[src/logic/cem_pkg.sv]
package cem_pkg;
  // Register indices on the plain port
  localparam logic [2:0] CEM_MODE_ADDR = 3'h0;
  localparam logic [2:0] CEM_IRQ_STAT_ADDR = 3'h1;
  localparam logic [2:0] CEM_IRQ_MASK_ADDR = 3'h2;
  localparam logic [2:0] CEM_LOCK_ADDR = 3'h3;
  // Mode register field positions
  localparam int CEM_SETUP_BIT = 7;
  localparam int CEM_IN_BIT = 6;
  localparam int CEM_OUT_BIT = 5;
  localparam int CEM_ACK_BIT = 4;
  localparam logic [7:0] CEM_MODE_RESET = 8'h00;
  localparam logic [3:0] CEM_RESP_RESET = 4'h0;
  localparam logic [3:0] CEM_IRQ_RESET = 4'h0;
endpackage

[src/logic/cem_top.sv]
`timescale 1ns/10ps
// Behaviour
// - An engine write locks the mode or count register until the processor reads it.
// - An accepted processor write to the mode register clears the four flag bits, except one whose event or hold falls in the same cycle.
// - The setup flag in bit 7 is set when a valid setup packet arrives.
// - The setup flag is held high from setup data until a control write data stage ends.
// - While the setup flag is one, processor writes to the endpoint buffer are rejected.
// - The flags clear on any unlocked processor write to the mode register, save one set by an event or by SETUP_HOLD in that cycle.
module cem_top
  import cem_pkg::*;
(
  // Clock and reset
  input wire logic CLK,
  input wire logic ARST_N,
  // Register port
  input wire logic [2:0] ADDR,
  input wire logic [7:0] WDATA,
  input wire logic WR,
  input wire logic RD,
  output logic [7:0] RDATA,
  // Protocol engine events, one-cycle pulses except ENG_MODE_DATA, the data for ENG_MODE_WR, and SETUP_HOLD, which is a level held for as long as the hold lasts
  input wire logic ENG_MODE_WR,
  input wire logic [3:0] ENG_MODE_DATA,
  input wire logic ENG_CNT_WR,
  input wire logic CNT_RD,
  input wire logic SETUP_OK,
  input wire logic SETUP_HOLD,
  input wire logic OUT_DONE,
  input wire logic IN_ACKED,
  input wire logic XFER_ACKED,
  // Endpoint buffer write request from processor
  input wire logic BUF_WR_REQ,
  output logic BUF_WR_EN,
  // Status out
  output logic [3:0] RESP_MODE,
  output logic MODE_LOCKED,
  output logic CNT_LOCKED,
  output logic IRQ
);
  // Reset release: asserts at once, lets go two edges later
  logic rs1_q, rst_n;
  always_ff @(posedge CLK or negedge ARST_N) begin
    if (!ARST_N) begin
      rs1_q <= 1'h0;
      rst_n <= 1'h0;
    end else begin
      rs1_q <= 1'h1;
      rst_n <= rs1_q;
    end
  end

  // Flag positions inside the upper nibble
  localparam int SETUP_IDX = CEM_SETUP_BIT - CEM_ACK_BIT;
  localparam int IN_IDX = CEM_IN_BIT - CEM_ACK_BIT;
  localparam int OUT_IDX = CEM_OUT_BIT - CEM_ACK_BIT;
  localparam int ACK_IDX = CEM_ACK_BIT - CEM_ACK_BIT;

  // State and next values
  logic [3:0] flags_q, flags_d, resp_q, resp_d;
  logic [3:0] stat_q, stat_d, mask_q, mask_d;
  logic mlock_q, mlock_d, clock_q, clock_d;
  logic bufen_d, irq_d;
  logic [7:0] rdata_d;

  // Decoded strobes and events
  logic mode_wr, mode_rd, stat_wr, mask_wr, mode_wr_ok;
  logic [3:0] ev, flag_next, stat_next;

  always_comb begin
    mode_wr = WR && (ADDR == CEM_MODE_ADDR);
    mode_rd = RD && (ADDR == CEM_MODE_ADDR);
    stat_wr = WR && (ADDR == CEM_IRQ_STAT_ADDR);
    mask_wr = WR && (ADDR == CEM_IRQ_MASK_ADDR);
    // A locked register ignores the write altogether
    mode_wr_ok = mode_wr && !mlock_q;
    ev[SETUP_IDX] = SETUP_OK;
    ev[IN_IDX] = IN_ACKED;
    ev[OUT_IDX] = OUT_DONE;
    ev[ACK_IDX] = XFER_ACKED;
  end

  // Sticky bits: an event in the clearing cycle wins
  for (genvar gi = 0; gi < 4; gi = gi + 1) begin : g_sticky
    assign flag_next[gi] = ev[gi] | (flags_q[gi] & !mode_wr_ok);
    assign stat_next[gi] = ev[gi] | (stat_q[gi] & !(stat_wr && WDATA[gi]));
  end

  // Write interlock for the mode and count registers
  always_comb begin
    mlock_d = mlock_q;
    clock_d = clock_q;
    // A read unlocks; an engine write in the same cycle locks again
    if (mode_rd) mlock_d = 1'h0;
    if (ENG_MODE_WR) mlock_d = 1'h1;
    if (CNT_RD) clock_d = 1'h0;
    if (ENG_CNT_WR) clock_d = 1'h1;
  end

  always_ff @(posedge CLK or negedge rst_n) begin
    if (!rst_n) begin
      mlock_q <= 1'h0;
      clock_q <= 1'h0;
    end else begin
      mlock_q <= mlock_d;
      clock_q <= clock_d;
    end
  end

  // Status flags and response mode field
  always_comb begin
    flags_d = flag_next;
    // Cannot be cleared while setup data or a control write is under way
    if (SETUP_HOLD) flags_d[SETUP_IDX] = 1'h1;
    resp_d = resp_q;
    if (mode_wr_ok) resp_d = WDATA[3:0];
    // Engine data wins over a processor write in the same cycle
    if (ENG_MODE_WR) resp_d = ENG_MODE_DATA;
  end

  always_ff @(posedge CLK or negedge rst_n) begin
    if (!rst_n) begin
      flags_q <= CEM_MODE_RESET[7:4];
      resp_q <= CEM_RESP_RESET;
    end else begin
      flags_q <= flags_d;
      resp_q <= resp_d;
    end
  end

  // Interrupt status, mask and level output
  always_comb begin
    stat_d = stat_next;
    mask_d = mask_q;
    if (mask_wr) mask_d = WDATA[3:0];
    irq_d = |(stat_d & mask_d);
  end

  always_ff @(posedge CLK or negedge rst_n) begin
    if (!rst_n) begin
      stat_q <= CEM_IRQ_RESET;
      mask_q <= CEM_IRQ_RESET;
      IRQ <= 1'h0;
    end else begin
      stat_q <= stat_d;
      mask_q <= mask_d;
      IRQ <= irq_d;
    end
  end

  // Read data and buffer write grant
  always_comb begin
    // Grant only when the setup flag is clear now and next cycle
    bufen_d = BUF_WR_REQ && !flags_d[SETUP_IDX] && !flags_q[SETUP_IDX];
    rdata_d = 8'h00;
    if (RD) begin
      case (ADDR)
        CEM_MODE_ADDR: rdata_d = {flags_q, resp_q};
        CEM_IRQ_STAT_ADDR: rdata_d = {4'h0, stat_q};
        CEM_IRQ_MASK_ADDR: rdata_d = {4'h0, mask_q};
        CEM_LOCK_ADDR: rdata_d = {6'h00, clock_q, mlock_q};
        default: rdata_d = 8'h00;
      endcase
    end
  end

  always_ff @(posedge CLK or negedge rst_n) begin
    if (!rst_n) begin
      RDATA <= 8'h00;
      BUF_WR_EN <= 1'h0;
    end else begin
      RDATA <= rdata_d;
      BUF_WR_EN <= bufen_d;
    end
  end

  assign RESP_MODE = resp_q;
  assign MODE_LOCKED = mlock_q;
  assign CNT_LOCKED = clock_q;

  locked_write_a: assert property (@(posedge CLK) disable iff (!rst_n)
    WR && ADDR == CEM_MODE_ADDR && mlock_q && !ENG_MODE_WR |=> resp_q == $past(resp_q))
    else $error("locked mode write took effect");
  lock_set_a: assert property (@(posedge CLK) disable iff (!rst_n)
    ENG_MODE_WR |=> mlock_q)
    else $error("engine write did not lock");
  cnt_lock_a: assert property (@(posedge CLK) disable iff (!rst_n)
    ENG_CNT_WR |=> CNT_LOCKED)
    else $error("engine count write did not lock");
  read_unlock_a: assert property (@(posedge CLK) disable iff (!rst_n)
    mode_rd && !ENG_MODE_WR |=> !mlock_q)
    else $error("mode read did not unlock");
  locked_flags_a: assert property (@(posedge CLK) disable iff (!rst_n)
    mode_wr && mlock_q && ev == 4'h0 && !SETUP_HOLD |=> flags_q == $past(flags_q))
    else $error("locked write changed flags");
  flag_clear_a: assert property (@(posedge CLK) disable iff (!rst_n)
    mode_wr_ok && ev == 4'h0 && !SETUP_HOLD |=> flags_q == 4'h0)
    else $error("write did not clear flags");
  setup_set_a: assert property (@(posedge CLK) disable iff (!rst_n)
    SETUP_OK |=> flags_q[3])
    else $error("setup flag not set");
  setup_hold_a: assert property (@(posedge CLK) disable iff (!rst_n)
    SETUP_HOLD |=> flags_q[3])
    else $error("setup flag cleared while held");
  buf_block_a: assert property (@(posedge CLK) disable iff (!rst_n)
    flags_q[3] |=> !BUF_WR_EN)
    else $error("buffer write during setup");
  buf_grant_a: assert property (@(posedge CLK) disable iff (!rst_n)
    BUF_WR_REQ && !flags_q[SETUP_IDX] && !SETUP_OK && !SETUP_HOLD |=> BUF_WR_EN)
    else $error("buffer write refused without setup");
  unlock_clear_a: assert property (@(posedge CLK) disable iff (!rst_n)
    mode_wr_ok && !OUT_DONE |=> !flags_q[1])
    else $error("OUT flag survived write");
  out_set_a: assert property (@(posedge CLK) disable iff (!rst_n)
    OUT_DONE |=> flags_q[1])
    else $error("OUT flag not set");
  ack_set_a: assert property (@(posedge CLK) disable iff (!rst_n)
    XFER_ACKED |=> flags_q[0])
    else $error("ack flag not set");
  in_set_a: assert property (@(posedge CLK) disable iff (!rst_n)
    IN_ACKED |=> flags_q[2])
    else $error("IN flag not set");
  mode_wr_a: assert property (@(posedge CLK) disable iff (!rst_n)
    mode_wr_ok && !ENG_MODE_WR |=> RESP_MODE == $past(WDATA[3:0]))
    else $error("mode field not written");
  mode_read_a: assert property (@(posedge CLK) disable iff (!rst_n)
    mode_rd |=> RDATA == {$past(flags_q), $past(resp_q)})
    else $error("mode read returned wrong data");
  read_unlock_c: cover property (@(posedge CLK) disable iff (!rst_n)
    ENG_MODE_WR ##1 RD && ADDR == CEM_MODE_ADDR ##1 mode_wr_ok);
  setup_block_c: cover property (@(posedge CLK) disable iff (!rst_n)
    SETUP_OK ##1 BUF_WR_REQ);
  setup_hold_c: cover property (@(posedge CLK) disable iff (!rst_n)
    SETUP_HOLD && mode_wr);
  cnt_unlock_c: cover property (@(posedge CLK) disable iff (!rst_n)
    CNT_LOCKED && CNT_RD);
  irq_c: cover property (@(posedge CLK) disable iff (!rst_n) IRQ);
endmodule

[config.mk]
export PLATFORM = sky130hd
export DESIGN_NAME = cem_top
export DESIGN_NICKNAME = d
export VERILOG_FILES = /design/src/logic/cem_pkg.sv /design/src/logic/cem_top.sv
export SDC_FILE = /design/constraint.sdc
export NUM_CORES = 1
export LEC_CHECK = 0
export BUFFER_PORTS_ARGS = -buffer_cell sky130_fd_sc_hd__buf_2
export CAP_MARGIN = 20
export CORE_MARGIN = 1
export CORE_UTILIZATION = 43
export DETAILED_ROUTE_END_ITERATION = 6
export PLACE_DENSITY = 0.73
export SETUP_SLACK_MARGIN = 0.1
export SLEW_MARGIN = 10
export SYNTH_ARGS = -nofsm -noshare
export SYNTH_HDL_FRONTEND = slang
export SYNTH_SLANG_ARGS = --single-unit
[constraint.sdc]
create_clock -name CLK -period 0.95 [get_ports CLK]
set_input_delay 0.0475 -clock CLK [delete_from_list [all_inputs] [get_ports CLK]]
set_output_delay 0.0475 -clock CLK [all_outputs]
set_load 0.005 [all_outputs]
==> summary.md <==
| Metric | Value |
|---|---|
| Vias per inst | `5.06` |
| Drt first pass iters | `3` |
| Vias in the first global route | `1105` |
| Internal | `2.03 mW` |
| Die Wd | `56.2 um` |
| Drt first-iter violations | `23` |
| Final Cycle Share | `133%` |
| Leakage | `0.941 nW` |
| Final clock skew | `0.00578 ns` |
| Io pins | `44` |
| Worst setup SP type | `register` |
| Layout Cells excl Fill | `203` |
| Endpoints failing hold | `0` |
| Final GP Congestion | `0.763` |
| Part of the power in registers | `52.8%` |
| Post-synth net total | `122` |
| Layout cell share with drive strength beyond 1 | `49.4%` |
| Unrepaired setup endpoints after global routing | `true` |
| Post-synth EDFFs | `0` |
| Synth top cells by count | `dfrtp_1, nor2_1, mux2i_1, a21o_1, nand2_1` |
| Sw power | `648 uW` |
| Cells after Synth | `94` |
| Total number of yosys warnings | `0` |
| Seq cells post-synth | `30` |
| Core area | `0.00276 mm2` |
| Worst hold margin | `0.0204 ns` |
| First-pass GRT wire length | `4820 um` |
| Filler instances | `213` |
| Pwr per Cell Area | `1410 mW/mm2` |
| WP data required | `1.15 ns` |
| Power share of the combinational group | `18.7%` |
| CP top delay family | `compound AO/OA/AOI/OAI gates` |
| Sw frac | `24.2%` |
| Crit. End Element | `register` |
| Syn Area/Cell | `13.4 um2` |
| Worst IR Drop VDD | `1280 uV` |
| Final Slew Violations | `0` |
| Yosys top cell by area | `dfrtp_1` |
| Final Setup Violations | `16` |
| Clk slew on worst S/H paths | `0.09 ns` |
| Pre-CTS WS | `-0.503 ns` |
| IO Port Bufs | `39` |
| Worst setup path start | `mask_q[3]` |
| WP buf/inv | `0` |
| CP max stage cell | `dfrtp_1` |
| Asr flop ratio synth | `100%` |
| Placed cell count | `180` |
| Dpl hpwl | `2120 um` |
| Std-Cell Rows | `19` |
| CP max stage delay | `0.40 ns` |
| Synth Cell Area | `0.00126 mm2` |
| Post-route ant nets | `0` |
| Critical Path Fanout Max | `2` |
| Worst Hold Launch | `WDATA[3]` |
| Die Ht | `56.2 um` |
| Clock Root Buffer | `clkbuf_4` |
| Final instance area | `0.00189 mm2` |
| Seq/Total Area, Yosys | `59.5%` |
| Final design utilization | `68.7%` |
| CTS tree | `done` |
| Total GRT Usage | `20.2%` |
| Unique masters post-synth | `30` |
| Residual DRC | `0` |
| Ant. Diodes | `0` |
| WL per Instance | `13.9 um` |
| Worst min path class | `in -> reg` |
| Die Area | `0.00315 mm2` |
| Multi-input logic area | `512 um2` |
| Outcome | `finished, violations left` |
| Synth Flop Type | `dfrtp_1` |
| Register area | `752 um2` |
| Crit Path Category | `reg -> reg` |
| Clock Power Share | `28.5%` |
| CTS Buf Count | `5` |
| Worst-Skew Late Latency | `0.31 ns` |
| Clock sink count | `30` |
| Tot Pwr | `2.68 mW` |
| Failing checks | `setup timing` |
| Routed WL | `2830 um` |
| MaxCap Viol Count | `0` |
| Largest net degree at the start of global routing | `17` |
| Max clock buf depth | `2` |
| TNS Setup | `-1.77 ns` |
| Placed inst area | `0.00162 mm2` |
| Area contributors post-synth | `dfrtp_1, mux2i_1, mux4_1` |
| CP arrival | `1.46 ns` |
| Area added between synthesis and finish | `50.2%` |
| Vias | `1027` |
| GRT overflow | `0` |
| Crit path time final | `1.26 ns` |
| Initial core utilization | `45.7%` |
| Most frequent cell after synthesis | `dfrtp_1` |
| CP Cell Sequence | `mux2_4, a32o_1, a221o_1` |
| Initial antenna violation count | `0` |
| CTS H-Tree Depth | `2` |
| Setup ws final | `-0.312 ns` |
| Synth top area share | `59.5%` |
| Worst r2r src | `mask_q[3]` |
| Nets | `199` |
| Fmax achieved | `0.793 GHz` |
==> state kept, by name (all words and copies together), names as in the netlist <==
name         count
RDATA            8
stat_q           4
MODE_LOCKED      1
RESP_MODE        4
mask_q           4
rst_n            1
flags_q          4
IRQ              1
rs1_q            1
BUF_WR_EN        1
CNT_LOCKED       1
==> worst paths after layout <==
path                              to  slack, ns  cells after the start
setup / recovery                 IRQ      -0.31                      3
max in group asynchronous   RDATA[6]       0.55                      1
hold reg to reg            mask_q[1]       0.20                      1
setup reg to reg                 IRQ      -0.31                      3
hold / removal             mask_q[3]       0.02                      2
min in group asynchronous      rst_n       0.03                      2
==> metal layers <==
metal  wire [um]  global-route usage (%)  share of wire [%]
met1        1190                    23.5                 42
met2        1470                    35.0                 52
met3         133                    4.88                4.7
met4          31                    9.06                1.1
met5           0                       0                  0
==> worst reg2reg max path, delay by kind of cell, from the launching register on <==
kind	cells	cell delay, ns
AOI/OAI and AO/OA	2	0.47
DFF	1	0.40
muxes	1	0.28
==> cells in the final DEF (no fill, tap or decap), types with 2 or more instances in the layout <==
cell type / count
a21o_1: 5
and3_1: 4
buf_2: 35
buf_4: 16
buf_6: 10
clkbuf_4: 5
dfrtp_1: 29
dlygate4sd3_1: 12
mux2_2: 2
mux2_4: 2
mux2i_1: 6
mux4_2: 2
nand2_1: 5
nand2b_1: 2
nor2_1: 6
nor2_2: 2
nor2b_1: 2
nor3b_1: 2
o21ai_1: 4
==> area by class of cell <==
| cell class | count | share of cell area [%] |
|---|---|---|
| Inverter | 1 | 0.198 |
| Timing Repair Buffer | 73 | 27.9 |
| Sequential cell | 30 | 39.7 |
| Multi-Input combinational cell | 60 | 27.0 |
| Clock buffer | 7 | 2.91 |
| Clock inverter | 1 | 0.264 |
| Tap cell | 31 | 2.05 |
==> kinds of logic after synthesis <==
| family | after synthesis | synth area share, % |
|---|---|---|
| AND/OR/NAND/NOR | 32 | 16.7 |
| multiplexers | 12 | 12.8 |
| AO/OA/AOI/OAI | 15 | 8.33 |
| flip-flops | 30 | 59.5 |
| other | 1 | 0.297 |
| buffers and inverters | 4 | 2.38 |
==> power by group through the flow <==
stage,sequential [mW],combinational [mW],clock (mW)
3_3_place_gp,1.43,0.387,0
6_report,1.41,0.500,0.762
2_1_floorplan,1.44,0.191,0
4_1_cts,1.41,0.475,0.792
5_1_grt,1.42,0.548,0.840
3_5_place_dp,1.43,0.400,0
==> repair_timing <==
item,CTS,global route
endpoints found under the setup margin,30,31
hold endpoints to repair,12,0
hold buffers,12,0
resized for setup,19,7
setup buffers,1,3
pin swaps,6,3
gates cloned,0,0
Note: power is estimated with default switching activity, not from simulation.
